[config.mk]
export PLATFORM = sky130hd
export DESIGN_NAME = sfoc_top
export DESIGN_NICKNAME = d
export VERILOG_FILES = /design/src/core/sfoc_pkg.sv /design/src/core/sfoc_top.sv
export SDC_FILE = /design/constraint.sdc
export NUM_CORES = 1
export LEC_CHECK = 0
export BUFFER_PORTS_ARGS = -buffer_cell sky130_fd_sc_hd__buf_2
export CORE_MARGIN = 4
export CORE_UTILIZATION = 40
export DETAILED_ROUTE_END_ITERATION = 8
export SLEW_MARGIN = 25
export SYNTH_ARGS = -nofsm -noshare
export SYNTH_HDL_FRONTEND = slang
export SYNTH_SLANG_ARGS = --single-unit
[constraint.sdc]
create_clock -name clk_sys -period 7.4 [get_ports clk_sys]
set_clock_uncertainty 0.2 [all_clocks]
set_input_delay 0.37 -clock clk_sys [delete_from_list [all_inputs] [get_ports clk_sys]]
set_output_delay 0.37 -clock clk_sys [all_outputs]
set_load 0.02 [all_outputs]
[src/core/sfoc_pkg.sv]
// Function
// - A status indicator mirrors one chosen input, safety output or logic node.
// - Test-pulse outputs check the inputs for shorts, each one serving at most four inputs.
// - Every safety output gets a dip self-test every 20 ms (basic) or 600 ms (extended).
// - The dip forces the output under test off for less than 120 us, then restores it.
// - A wrong readback at the end of any dip slot latches a fail state and turns every output off.
// - Four outputs group as four singles, two duals, or one dual plus two singles.
// - Only the grouping setting makes a dual channel; singles stay independent.
// - Automatic restart: an output is on only while its restart feedback is high.
// - Manual restart: an output turns on on a low-to-high feedback edge while demanded.
// - Monitored restart: an output turns on only after a low-high-low feedback pulse.
// - Each relay feedback contact is checked against the relay command.
// - An output with a relay expansion reports 12 ms more response time.
// - The basic variant runs only while both controller enables are high.
package sfoc_pkg;
  localparam int CLK_NS = 20;
  localparam int DIP_MAX_NS = 120000;
  localparam int DIP_CYC = DIP_MAX_NS / CLK_NS - 1;
  localparam int PER_BASIC_MS = 20;
  localparam int PER_EXT_MS = 600;
  localparam int PER_BASIC_CYC = PER_BASIC_MS * 1000000 / CLK_NS;
  localparam int PER_EXT_CYC = PER_EXT_MS * 1000000 / CLK_NS;
  localparam int RELAY_MS = 12;
  localparam int RELAY_CYC = RELAY_MS * 1000000 / CLK_NS;
  localparam int DEB_US = 200;
  localparam int DEB_CYC = DEB_US * 1000 / CLK_NS;
  localparam int IN_PER_TEST = 4;
  // Register byte offsets
  localparam logic [7:0] OFS_CTRL = 8'h00;
  localparam logic [7:0] OFS_SEL = 8'h04;
  localparam logic [7:0] OFS_STATUS = 8'h08;
  localparam logic [7:0] OFS_IRQ_STAT = 8'h0C;
  localparam logic [7:0] OFS_IRQ_MASK = 8'h10;
  localparam logic [7:0] OFS_RESP = 8'h14;
  localparam logic [7:0] OFS_IN_FAULT = 8'h18;
  localparam logic [31:0] CTRL_RST = 32'h0000_0000;
  localparam logic [31:0] SEL_RST = 32'h0000_0000;
  localparam logic [3:0] IRQ_MASK_RST = 4'h0;
  // Interrupt status bits
  localparam int IRQ_FAIL = 0;
  localparam int IRQ_RELAY = 1;
  localparam int IRQ_INPUT = 2;
  localparam int IRQ_DIP = 3;
  typedef enum logic [1:0] {GRP_SINGLE4 = 2'b00, GRP_DUAL2 = 2'b01, GRP_MIXED = 2'b10} sfoc_grp_type;
  typedef enum logic [1:0] {RM_AUTO = 2'b00, RM_MANUAL = 2'b01, RM_MONITOR = 2'b10} sfoc_rmode_type;
  typedef enum logic [1:0] {RS_OFF = 2'b00, RS_ARMED = 2'b01, RS_ON = 2'b10} sfoc_rst_type;
  typedef enum logic [1:0] {SRC_INPUT = 2'b00, SRC_OUTPUT = 2'b01, SRC_NODE = 2'b10} sfoc_src_type;
  // Control register layout, bit 31 down to 0
  typedef struct packed {
    logic [15:0] rsv;
    logic [3:0] relay_att;
    logic [7:0] rmode;
    logic [1:0] group;
    logic rsv1;
    logic ext;
  } sfoc_ctrl_type;
endpackage : sfoc_pkg

[src/core/sfoc_top.sv]
// The AXI4-Lite register port and the register offsets are this design's own decisions.
`timescale 1ns/10ps
module sfoc_top #(
  parameter int N_IN = 8,
  parameter int N_TEST = 2,
  parameter int N_NODE = 16,
  parameter int PER_BASIC = sfoc_pkg::PER_BASIC_CYC,
  parameter int PER_EXT = sfoc_pkg::PER_EXT_CYC,
  parameter int DIP = sfoc_pkg::DIP_CYC,
  parameter int DEB = sfoc_pkg::DEB_CYC,
  parameter int RELAY = sfoc_pkg::RELAY_CYC,
  parameter logic [7:0] RESP_BASE_MS = 8'h0B
) (
  input wire logic clk_sys,
  input wire logic rst_n,
  input wire logic [7:0] s_axi_awaddr,
  input wire logic s_axi_awvalid,
  output logic s_axi_awready,
  input wire logic [31:0] s_axi_wdata,
  input wire logic [3:0] s_axi_wstrb,
  input wire logic s_axi_wvalid,
  output logic s_axi_wready,
  output logic [1:0] s_axi_bresp,
  output logic s_axi_bvalid,
  input wire logic s_axi_bready,
  input wire logic [7:0] s_axi_araddr,
  input wire logic s_axi_arvalid,
  output logic s_axi_arready,
  output logic [31:0] s_axi_rdata,
  output logic [1:0] s_axi_rresp,
  output logic s_axi_rvalid,
  input wire logic s_axi_rready,
  input wire logic controller_enable_a,
  input wire logic controller_enable_b,
  input wire logic [N_IN-1:0] safety_in,
  input wire logic [N_NODE-1:0] logic_node,
  input wire logic [3:0] logic_demand,
  input wire logic [3:0] restart_fbk,
  input wire logic [3:0] output_readback,
  input wire logic [3:0] relay_fbk_closed,
  output logic [3:0] safety_switching_output,
  output logic [N_TEST-1:0] test_pulse_out,
  output logic status_out,
  output logic irq
);
  localparam int NS = N_IN + 14;

  // ----------------------------------------
  // Pin synchronisers
  // ----------------------------------------
  logic [NS-1:0] sync1_q, sync2_q;
  logic en_a_s, en_b_s;
  logic [3:0] fbk_s, rb_s, rly_s;
  logic [N_IN-1:0] in_s;
  // First stage feeds only the second
  always_ff @(posedge clk_sys or negedge rst_n) begin
    if (!rst_n) begin
      sync1_q <= '0;
      sync2_q <= '0;
    end else begin
      sync1_q <= {controller_enable_a, controller_enable_b, restart_fbk, output_readback, relay_fbk_closed, safety_in};
      sync2_q <= sync1_q;
    end
  end
  assign {en_a_s, en_b_s, fbk_s, rb_s, rly_s, in_s} = sync2_q;

  // ----------------------------------------
  // Registers
  // ----------------------------------------
  sfoc_pkg::sfoc_ctrl_type ctrl_q;
  logic [31:0] sel_q;
  logic [3:0] irq_stat_q, irq_mask_q, irq_evt;
  logic [N_IN-1:0] in_fault_q, in_fault_evt;
  logic aw_hold_q, w_hold_q, wr_go;
  logic [7:0] awaddr_q, araddr;
  logic [31:0] wdata_q, rdata_d;
  logic [3:0] wstrb_q;
  logic rd_ok;
  logic fail_q;
  logic [3:0] ssout_q;

  assign s_axi_awready = !aw_hold_q && !s_axi_bvalid;
  assign s_axi_wready = !w_hold_q && !s_axi_bvalid;
  assign s_axi_arready = !s_axi_rvalid;
  assign wr_go = aw_hold_q && w_hold_q;
  assign araddr = s_axi_araddr;

  // Address and data may arrive in either order
  always_ff @(posedge clk_sys or negedge rst_n) begin
    if (!rst_n) begin
      aw_hold_q <= 1'b0;
      w_hold_q <= 1'b0;
      awaddr_q <= 8'h00;
      wdata_q <= 32'h0000_0000;
      wstrb_q <= 4'h0;
      s_axi_bvalid <= 1'b0;
      s_axi_bresp <= 2'b00;
    end else begin
      if (s_axi_awvalid && s_axi_awready) begin
        aw_hold_q <= 1'b1;
        awaddr_q <= s_axi_awaddr;
      end
      if (s_axi_wvalid && s_axi_wready) begin
        w_hold_q <= 1'b1;
        wdata_q <= s_axi_wdata;
        wstrb_q <= s_axi_wstrb;
      end
      if (wr_go) begin
        aw_hold_q <= 1'b0;
        w_hold_q <= 1'b0;
        s_axi_bvalid <= 1'b1;
        s_axi_bresp <= (awaddr_q > sfoc_pkg::OFS_IN_FAULT || awaddr_q[1:0] != 2'b00) ? 2'b10 : 2'b00;
      end else if (s_axi_bready) begin
        s_axi_bvalid <= 1'b0;
      end
    end
  end

  function automatic logic [31:0] merge(input logic [31:0] old, input logic [31:0] nw, input logic [3:0] st);
    for (int b = 0; b < 4; b++) begin
      if (st[b]) begin
        old[8*b +: 8] = nw[8*b +: 8];
      end
    end
    return old;
  endfunction : merge

  // Writable configuration
  always_ff @(posedge clk_sys or negedge rst_n) begin
    if (!rst_n) begin
      ctrl_q <= sfoc_pkg::CTRL_RST;
      sel_q <= sfoc_pkg::SEL_RST;
      irq_mask_q <= sfoc_pkg::IRQ_MASK_RST;
    end else if (wr_go) begin
      if (awaddr_q == sfoc_pkg::OFS_CTRL) ctrl_q <= merge(ctrl_q, wdata_q, wstrb_q);
      if (awaddr_q == sfoc_pkg::OFS_SEL) sel_q <= merge(sel_q, wdata_q, wstrb_q);
      if (awaddr_q == sfoc_pkg::OFS_IRQ_MASK && wstrb_q[0]) irq_mask_q <= wdata_q[3:0];
    end
  end

  // Sticky events; a new event wins over a clearing write
  always_ff @(posedge clk_sys or negedge rst_n) begin
    if (!rst_n) begin
      irq_stat_q <= 4'h0;
      in_fault_q <= '0;
    end else begin
      if (wr_go && awaddr_q == sfoc_pkg::OFS_IRQ_STAT && wstrb_q[0]) begin
        irq_stat_q <= (irq_stat_q & ~wdata_q[3:0]) | irq_evt;
      end else begin
        irq_stat_q <= irq_stat_q | irq_evt;
      end
      if (wr_go && awaddr_q == sfoc_pkg::OFS_IN_FAULT) begin
        in_fault_q <= (in_fault_q & ~wdata_q[N_IN-1:0]) | in_fault_evt;
      end else begin
        in_fault_q <= in_fault_q | in_fault_evt;
      end
    end
  end
  assign irq = |(irq_stat_q & irq_mask_q);

  // Read mux
  always_comb begin
    rdata_d = 32'h0000_0000;
    rd_ok = 1'b1;
    unique case (araddr)
      sfoc_pkg::OFS_CTRL: rdata_d = ctrl_q;
      sfoc_pkg::OFS_SEL: rdata_d = sel_q;
      sfoc_pkg::OFS_STATUS: rdata_d = {24'h000000, 1'b0, en_a_s && en_b_s, 1'b0, fail_q, ssout_q};
      sfoc_pkg::OFS_IRQ_STAT: rdata_d = {28'h0000000, irq_stat_q};
      sfoc_pkg::OFS_IRQ_MASK: rdata_d = {28'h0000000, irq_mask_q};
      sfoc_pkg::OFS_RESP: begin
        for (int k = 0; k < 4; k++) begin
          rdata_d[8*k +: 8] = RESP_BASE_MS + (ctrl_q.relay_att[k] ? 8'(sfoc_pkg::RELAY_MS) : 8'h00);
        end
      end
      sfoc_pkg::OFS_IN_FAULT: rdata_d[N_IN-1:0] = in_fault_q;
      default: rd_ok = 1'b0;
    endcase
  end

  always_ff @(posedge clk_sys or negedge rst_n) begin
    if (!rst_n) begin
      s_axi_rvalid <= 1'b0;
      s_axi_rdata <= 32'h0000_0000;
      s_axi_rresp <= 2'b00;
    end else if (s_axi_arvalid && s_axi_arready) begin
      s_axi_rvalid <= 1'b1;
      s_axi_rdata <= rdata_d;
      s_axi_rresp <= rd_ok ? 2'b00 : 2'b10;
    end else if (s_axi_rready) begin
      s_axi_rvalid <= 1'b0;
    end
  end

  // ----------------------------------------
  // Restart feedback debounce and sequences
  // ----------------------------------------
  logic [3:0] fbk_deb_q, fbk_prev_q, fbk_rise, fbk_fall, chan_on;
  logic [31:0] deb_cnt_q [4];
  sfoc_pkg::sfoc_rst_type st_q [4];
  logic run;

  // Dual pairs are led by the even output of the pair
  function automatic logic [1:0] lead(input logic [1:0] grp, input logic [1:0] k);
    logic dual;
    dual = (grp == sfoc_pkg::GRP_DUAL2) || (grp == sfoc_pkg::GRP_MIXED && !k[1]);
    return dual ? {k[1], 1'b0} : k;
  endfunction : lead

  for (genvar k = 0; k < 4; k++) begin : g_chan
    sfoc_pkg::sfoc_rmode_type mode;
    assign mode = sfoc_pkg::sfoc_rmode_type'(ctrl_q.rmode[2*k +: 2]);
    assign fbk_rise[k] = fbk_deb_q[k] && !fbk_prev_q[k];
    assign fbk_fall[k] = !fbk_deb_q[k] && fbk_prev_q[k];
    // Level must hold DEB cycles, so one bounce cannot fake an edge
    always_ff @(posedge clk_sys or negedge rst_n) begin
      if (!rst_n) begin
        deb_cnt_q[k] <= 0;
        fbk_deb_q[k] <= 1'b0;
        fbk_prev_q[k] <= 1'b0;
      end else begin
        fbk_prev_q[k] <= fbk_deb_q[k];
        if (fbk_s[k] == fbk_deb_q[k]) begin
          deb_cnt_q[k] <= 0;
        end else if (deb_cnt_q[k] >= DEB - 1) begin
          deb_cnt_q[k] <= 0;
          fbk_deb_q[k] <= fbk_s[k];
        end else begin
          deb_cnt_q[k] <= deb_cnt_q[k] + 1;
        end
      end
    end
    // Restart interlock per channel
    always_ff @(posedge clk_sys or negedge rst_n) begin
      if (!rst_n) begin
        st_q[k] <= sfoc_pkg::RS_OFF;
      end else if (!run || !logic_demand[k]) begin
        st_q[k] <= sfoc_pkg::RS_OFF;
      end else begin
        unique case (st_q[k])
          sfoc_pkg::RS_OFF: begin
            if (mode == sfoc_pkg::RM_AUTO && fbk_deb_q[k]) st_q[k] <= sfoc_pkg::RS_ON;
            else if (mode == sfoc_pkg::RM_MANUAL && fbk_rise[k]) st_q[k] <= sfoc_pkg::RS_ON;
            else if (mode == sfoc_pkg::RM_MONITOR && fbk_rise[k]) st_q[k] <= sfoc_pkg::RS_ARMED;
          end
          sfoc_pkg::RS_ARMED: begin
            if (fbk_fall[k]) st_q[k] <= sfoc_pkg::RS_ON;
          end
          sfoc_pkg::RS_ON: begin
            if (mode == sfoc_pkg::RM_AUTO && !fbk_deb_q[k]) st_q[k] <= sfoc_pkg::RS_OFF;
          end
          default: st_q[k] <= sfoc_pkg::RS_OFF;
        endcase
      end
    end
    assign chan_on[k] = st_q[lead(ctrl_q.group, 2'(k))] == sfoc_pkg::RS_ON;
  end

  // ----------------------------------------
  // Voltage-dip self-test and test pulses
  // ----------------------------------------
  logic [31:0] per_cnt_q, dip_cnt_q, per_reload;
  logic dip_act_q, dip_start, dip_sample;
  logic [1:0] dip_idx_q;
  logic [3:0] exp1_q, exp2_q, rb_bad;

  assign per_reload = ctrl_q.ext ? PER_EXT : PER_BASIC;
  assign dip_start = !dip_act_q && per_cnt_q == 0;
  assign dip_sample = dip_act_q && dip_cnt_q == DIP - 1;
  // One output at a time, so a short to a neighbour shows up
  always_ff @(posedge clk_sys or negedge rst_n) begin
    if (!rst_n) begin
      per_cnt_q <= 0;
      dip_cnt_q <= 0;
      dip_act_q <= 1'b0;
      dip_idx_q <= 2'b00;
    end else if (dip_start) begin
      per_cnt_q <= per_reload - 1;
      dip_act_q <= 1'b1;
      dip_idx_q <= 2'b00;
      dip_cnt_q <= 0;
    end else if (dip_act_q) begin
      dip_cnt_q <= dip_sample ? 0 : dip_cnt_q + 1;
      if (dip_sample) begin
        dip_idx_q <= dip_idx_q + 2'b01;
        dip_act_q <= dip_idx_q != 2'b11;
      end
      per_cnt_q <= per_cnt_q - 1;
    end else begin
      per_cnt_q <= per_cnt_q - 1;
    end
  end

  // Each test line drives low only in its own dip slot
  for (genvar t = 0; t < N_TEST; t++) begin : g_test
    assign test_pulse_out[t] = !(dip_act_q && dip_idx_q == 2'(t));
  end
  for (genvar i = 0; i < N_IN; i++) begin : g_in
    // An input still high while its test line is low is shorted
    assign in_fault_evt[i] = dip_sample && !test_pulse_out[i / sfoc_pkg::IN_PER_TEST] && in_s[i];
  end

  // Expected level delayed to line up with the synchronised readback
  always_ff @(posedge clk_sys or negedge rst_n) begin
    if (!rst_n) begin
      exp1_q <= 4'h0;
      exp2_q <= 4'h0;
    end else begin
      exp1_q <= ssout_q;
      exp2_q <= exp1_q;
    end
  end
  assign rb_bad = dip_sample ? (rb_s ^ exp2_q) : 4'h0;

  // ----------------------------------------
  // Fail latch, outputs, relays, indicator
  // ----------------------------------------
  logic [31:0] rly_cnt_q;
  logic [3:0] rly_cmd_q, rly_mis;
  logic rly_fault;

  assign run = !fail_q && (ctrl_q.ext || (en_a_s && en_b_s));
  // Cleared only by reset: a fail must not recover by itself
  always_ff @(posedge clk_sys or negedge rst_n) begin
    if (!rst_n) begin
      fail_q <= 1'b0;
    end else if (|rb_bad) begin
      fail_q <= 1'b1;
    end
  end

  always_ff @(posedge clk_sys or negedge rst_n) begin
    if (!rst_n) begin
      ssout_q <= 4'h0;
    end else begin
      for (int k = 0; k < 4; k++) begin
        ssout_q[k] <= run && chan_on[k] && !(dip_act_q && dip_idx_q == 2'(k));
      end
    end
  end
  assign safety_switching_output = ssout_q;

  // Closed NC contact with relay energised is a mismatch; allow the relay its switching time
  assign rly_mis = ctrl_q.relay_att & ~(ssout_q ^ rly_s);
  assign rly_fault = |rly_mis && rly_cnt_q == RELAY - 1;
  always_ff @(posedge clk_sys or negedge rst_n) begin
    if (!rst_n) begin
      rly_cmd_q <= 4'h0;
      rly_cnt_q <= 0;
    end else begin
      rly_cmd_q <= ssout_q;
      if (rly_cmd_q != ssout_q || !(|rly_mis)) rly_cnt_q <= 0;
      else if (rly_cnt_q < RELAY - 1) rly_cnt_q <= rly_cnt_q + 1;
    end
  end

  assign irq_evt = {dip_sample && dip_idx_q == 2'b11, |in_fault_evt, rly_fault, |rb_bad && !fail_q};

  always_ff @(posedge clk_sys or negedge rst_n) begin
    if (!rst_n) begin
      status_out <= 1'b0;
    end else begin
      unique case (sfoc_pkg::sfoc_src_type'(sel_q[1:0]))
        sfoc_pkg::SRC_INPUT: status_out <= in_s[sel_q[7:4] % N_IN];
        sfoc_pkg::SRC_OUTPUT: status_out <= ssout_q[sel_q[5:4]];
        sfoc_pkg::SRC_NODE: status_out <= logic_node[sel_q[7:4] % N_NODE];
        default: status_out <= 1'b0;
      endcase
    end
  end
endmodule : sfoc_top

==> results of run 1 <==
-- cells in the final DEF, fill, tap and decap left out, types with 38 or more instances in the layout --
| cell | count |
|---|---|
| and3_1 | 38 |
| xor2_1 | 41 |
| nor2_1 | 122 |
| buf_2 | 146 |
| dfrtp_1 | 463 |
| nand3_1 | 58 |
| xnor2_1 | 52 |
| clkbuf_16 | 50 |
| conb_1 | 74 |
| mux2_2 | 120 |
| dlygate4sd3_1 | 74 |
| nand2_1 | 125 |
| a21oi_1 | 55 |
| o21ai_0 | 68 |
| nor4_1 | 54 |
-- how the worst min path moves through the flow --
stage	slack (ns)	cells past startpoint	to
after floorplan	-0.13	0	aw_hold_q
after global placement	0.14	0	sync2_q[17]
after detailed placement	0.14	0	sync2_q[8]
after CTS	0.04	3	s_axi_rdata[0]
after global routing	0.07	3	s_axi_rdata[0]
final	0.08	3	s_axi_rdata[0]
-- layout make-up --
class	count	area, sq um	area share (%)
multi-input combinational	1176	7920	33.4
clock inverter	21	203	0.855
timing repair buffer	233	1600	6.75
sequential	463	11600	48.9
tap	656	821	3.46
inverter	36	135	0.570
clock buffer	68	1440	6.07
-- sequential cells by signal (all words and copies together) (netlist names), 22 cells and up --
register	flops
ctrl_q	32
deb_cnt_q	128
dip_cnt_q	32
per_cnt_q	32
rly_cnt_q	32
s_axi_rdata	32
sel_q	32
sync1_q	22
sync2_q	22
wdata_q	32
-- what timing repair did --
action	4_1_cts	5_1_grt
hold buffers	74	0
resized for setup	0	0
endpoints found under the hold margin	173	0
-- logic make-up (layout without fill, tap and decap cells) --
group | after synthesis | count (layout) | share of synthesized area [%]
AND/OR/NAND/NOR | 593 | 593 | 16.3
buffers and inverters | 103 | 358 | 2.21
flip-flops | 463 | 463 | 58.9
adder cells (fa/ha/maj) | 14 | 14 | 0.891
XOR/XNOR | 93 | 93 | 4.14
multiplexers | 154 | 154 | 9.24
other | 1 | 74 | 0.0191
AO/OA/AOI/OAI | 248 | 248 | 8.30
-- where the power goes --
| part | internal [mW] | switching, mW |
|---|---|---|
| registers | 2.75 | 0.198 |
| logic | 0.270 | 0.256 |
| clock network | 1.44 | 1.04 |
-- critical path, stage by stage (launching register included) --
cell and delay (ns):
dfrtp_1 0.41, nor4_2 0.57, and4_1 0.52, nand4_2 0.18
nor2b_1 0.35, buf_4 0.30, a211o_1 0.30
-- through the flow --
step | setup WS, ns | hold WS, ns
final | 4.42 | 0.0750
after CTS | 4.41 | 0.0422
after floorplan | 4.94 | -0.126
after detailed placement | 4.41 | 0.136
after global routing | 4.11 | 0.0731
after global placement | 4.47 | 0.135
-- routing by layer --
metal	up-vias	wire (microns)	global-route usage [%]	share of wire, %
met5	-	0	0	0
met4	0	1150	4.95	2.5
met3	80	2130	3.18	4.5
met2	300	21500	28.0	46
met1	7001	22100	26.0	47
li1	6527	-	-	-
==> run_results.csv, run 1 <==
group,metric,value,unit
timing,finalSetupViolations,0,
critical_path,start_kind,"register",
global_route,grt_pass1_wl,77.1,mm
synth,synth-edff-count,0,
synth,synthCells,1669,
detailed_routing,drt_pass1_iterations,7,
cts,cts_tree,"done",
cells_and_area,area_growth_syn_to_layout,20.6,%
floorplanning,die_y,230,microns
detailed_routing,vias,13900,
timing,setup_tns,0,ns
cells_and_area,antennaDiodeCount,0,
timing,rsz0062_at_grt,"no",
hold_path,hold_class,"in -> reg",
placement,dp_hpwl,32.0,mm
detailed_routing,postRouteAntennaNets,0,
timing,relSlewSlack,29.9,%
synth,synth_cell_types,75,
floorplanning,ios,150,
critical_path,crit_arrival,3.25,ns
timing,max_freq,336,MHz
cts,clk_pin_slew,0.06,ns
cts,root_buffer,"clkbuf_16",
critical_path,worstReg2RegEnd,"dip_cnt_q[3]",
power,ir_worst_vdd,161,uV
synth,synth_area_leaders,"dfrtp_1 (59%), mux2_2 (6.9%), nand2_1 (2.4%)",
cells_and_area,utilization,49.2,%
synth,yosysMostFrequentCell,"dfrtp_1",
synth,ys_seq_elements,463,
timing,post-route-period-util,40.3,%
cts,cts.sinks,463,
synth,syn_area_per_cell,11.8,sq um
cells_and_area,stdcell_area,23700,sq um
cells_and_area,fill_cells,4301,
floorplanning,core_region_area,48100,sq um
cts,clock_path_buffers,3,
detailed_routing,vias_per_cell,5.24,
detailed_routing,drt_iter0_drc,884,
placement,placed_cells,2490,
global_route,antenna_found_initial,0,
floorplanning,rows,80,
synth,synthTopCellsByCount,"dfrtp_1 (463), nand2_1 (125), nor2_1 (122), mux2_2 (120), o21ai_0 (68)",
cells_and_area,final_cells,2653,
critical_path,r2r-start,"per_cnt_q[4]",
global_route,grt_usage,17.9,%
timing,final_hold_viol_count,0,
timing,drv_slew,0,
detailed_routing,routed_wl,46.9,mm
job,maxCapViolCount,0,
synth,yosysTopAreaCellShare,58.9,%
floorplanning,initial_core_util,40.8,%
placement,placed_cell_area,21300,sq um
status,status,"finished clean",
synth,synthesis.area,19700,sq um
placement,gp_congestion,0.860,
critical_path,critPathCapture,"dip_cnt_q[3]",
cts,clock_latency,0.60,ns
critical_path,r2r_cells,6,
synth,yosys_warnings,0,
synth,yosysSeqAreaShare,58.9,%
critical_path,reg2reg_setup_slack,4.42,ns
cts,htreeDepth,2,
cts,numCtsBuffers,50,
critical_path,cp-end-kind,"register",
cells_and_area,fin_nets,2075,
global_route,grt_max_degree,158,
placement,numPortBuffers,147,
floorplanning,dieArea,52800,sq um
power,p_per_area,251,nW/um^2
detailed_routing,drt-wirelength-per-cell,17.7,microns
synth,async_flop_share,100,%
global_route,grt_pass1_vias,14100,
critical_path,startpoint,"per_cnt_q[4]",
detailed_routing,drcViolationCount,0,
cts,cts_setup_buffers,0,
hold_path,hold_start,"s_axi_araddr[3]",
critical_path,required,7.67,ns
floorplanning,die_w,230,microns
cells_and_area,drive_gt1_share,20.1,%
power,power,5.94,mW
synth,synth_top_cell_by_area,"dfrtp_1",
timing,timing_worst_slew_pin_value,1.05,ns
timing,period_needed,2.98,ns
global_route,grt_overflow,0,
critical_path,crit_type,"reg -> reg",
power,power.leakage,10.7,nW
synth,synthFlopType,"dfrtp_1",
critical_path,cp_max_fo,17,
Power figures use the tool's default switching activity.
==> run 2: changes to the inputs <==
==> constraint.sdc (replaced) <==
create_clock -name clk_sys -period 2.7 [get_ports clk_sys]
set_clock_uncertainty 0.2 [all_clocks]
set_input_delay 0.135 -clock clk_sys [delete_from_list [all_inputs] [get_ports clk_sys]]
set_output_delay 0.135 -clock clk_sys [all_outputs]
set_load 0.02 [all_outputs]
==> run_results.csv, run 2 (same netlist as run 1, synthesis figures left out) <==
group,metric,value,unit
detailed_routing,drt_pass1_iterations,5,
cts,cts_tree,"done",
placement,gp_congestion,0.825,
detailed_routing,drcViolationCount,0,
floorplanning,initial_core_util,40.8,%
power,ir_worst_vdd,556,uV
hold_path,hold_class,"in -> reg",
global_route,antenna_found_initial,0,
status,status,"finished clean",
critical_path,start_kind,"register",
timing,timing_worst_slew_pin_value,0.748,ns
critical_path,cp_slowest_cell,"or4_4",
critical_path,cp_max_fo,8,
floorplanning,ios,150,
power,p_per_area,689,nW/um^2
cts,clock_path_buffers,3,
cts,cts.sinks,463,
floorplanning,die_y,230,microns
timing,post-route-period-util,96.5,%
cells_and_area,mostFrequentLayoutCells,"dfrtp_1 (463), buf_2 (145), nand2_1 (125)",
critical_path,critPathTopFamily,"simple AND/OR/NAND/NOR gates",
placement,numPortBuffers,147,
cts,root_buffer,"clkbuf_16",
cells_and_area,top_register,"deb_cnt_q",
cells_and_area,utilization,51.4,%
detailed_routing,vias_per_cell,5.22,
critical_path,required,2.97,ns
cts,htreeDepth,2,
critical_path,r2r_cells,7,
detailed_routing,routed_wl,47.1,mm
global_route,grt_pass1_wl,77.4,mm
critical_path,crit_chain,"or4_4 > or4_4 > nor3_4 > buf_6 > and2_4 > buf_12 > mux2_2",
timing,max_freq,384,MHz
timing,hold_ws,0.0297,ns
cts,clock_latency,0.59,ns
critical_path,cp.buffers_inverters,2,
detailed_routing,vias,14300,
critical_path,crit_arrival,2.87,ns
timing,relSlewSlack,50.0,%
cts,clk_pin_slew,0.06,ns
cells_and_area,final_common_cell,"dfrtp_1",
critical_path,cp-end-kind,"register",
floorplanning,die_w,230,microns
critical_path,crit_type,"reg -> reg",
critical_path,slowest_delay,0.55,ns
job,maxCapViolCount,0,
timing,final_hold_viol_count,0,
floorplanning,core_region_area,48100,sq um
global_route,grt_usage,18.0,%
timing,drv_slew,0,
detailed_routing,drt-wirelength-per-cell,17.2,microns
detailed_routing,drt_iter0_drc,1060,
timing,period_needed,2.61,ns
global_route,grt_pass1_vias,14400,
placement,dp_hpwl,33.0,mm
cells_and_area,largest_reg_flops,128,
detailed_routing,postRouteAntennaNets,0,
cts,numCtsBuffers,50,
critical_path,cp_num_cells,7,
global_route,grt_overflow,0,
timing,rsz0062_at_grt,"no",
cells_and_area,area_growth_syn_to_layout,25.8,%
timing,finalSetupViolations,0,
cells_and_area,fill_cells,4253,
global_route,grt_max_degree,77,
placement,dp_slack,-0.00953,ns
hold_path,hold_path_depth,2,
timing,timing.final.ws_setup,0.0946,ns
floorplanning,rows,80,
critical_path,cp_common_cell,"or4_4",
cells_and_area,fin_nets,2162,
cells_and_area,drive_gt1_share,22.2,%
power,power.leakage,11.2,nW
floorplanning,dieArea,52800,sq um
[run 2: where the power goes]
part           internal (mW)  leakage [nW]  switching (mW)
combinational          0.888          4.36           0.738
sequential              7.52          6.00           0.590
clock                   4.54         0.893            2.78
total                   12.9          11.2            4.10
[run 2: area by class of cell]
type,count,area (sq um),share of cell area (%)
tap,656,821,3.32
clock inverter,23,299,1.21
multi-input combinational,1176,7930,32.1
inverter,36,135,0.546
antenna,1,2.50,0.0101
sequential,463,11600,46.8
clock buffer,70,1500,6.06
timing repair buffer,320,2460,9.95
[run 2: per-layer routing]
layer  track usage, %  part of all wire, %  vias up
li1                 -                    -     6710
met1             25.4                   46     7228
met2             28.8                   47      310
met3             3.43                  4.9       74
met4             4.57                  2.3        0
met5                0                    0        -
[run 2: final timing paths]
path	from	slack, ns	to
hold reg to reg	sync1_q[2]	0.15	sync2_q[2]
min in group asynchronous	rst_n	0.45	s_axi_rdata[23]
max in group asynchronous	rst_n	0.93	deb_cnt_q[67]
setup / recovery	awaddr_q[0]	0.09	ctrl_q[18]
setup reg to reg	awaddr_q[0]	0.09	ctrl_q[18]
hold / removal	controller_enable_a	0.03	sync1_q[21]
[run 2: repair_timing]
action / 4_1_cts / 5_1_grt
endpoints found under the hold margin: 574 / 0
endpoints found under the setup margin: 20 / 31
setup buffers: 2 / 0
pin swaps: 1 / 1
hold buffers: 108 / 0
gates resized for setup: 2 / 6
[run 2: through the flow]
step                      power (mW)  setup TNS (ns)  instances  instance area (sq um)
after floorplan                 8.90               0       1742                  19900
after global placement          9.59               0       2541                  21800
after detailed placement        9.64         -0.0297       2541                  21800
after CTS                       17.3               0       2744                  24700
after global routing            17.8               0       2744                  24700
final                           17.1               0       2745                  24700
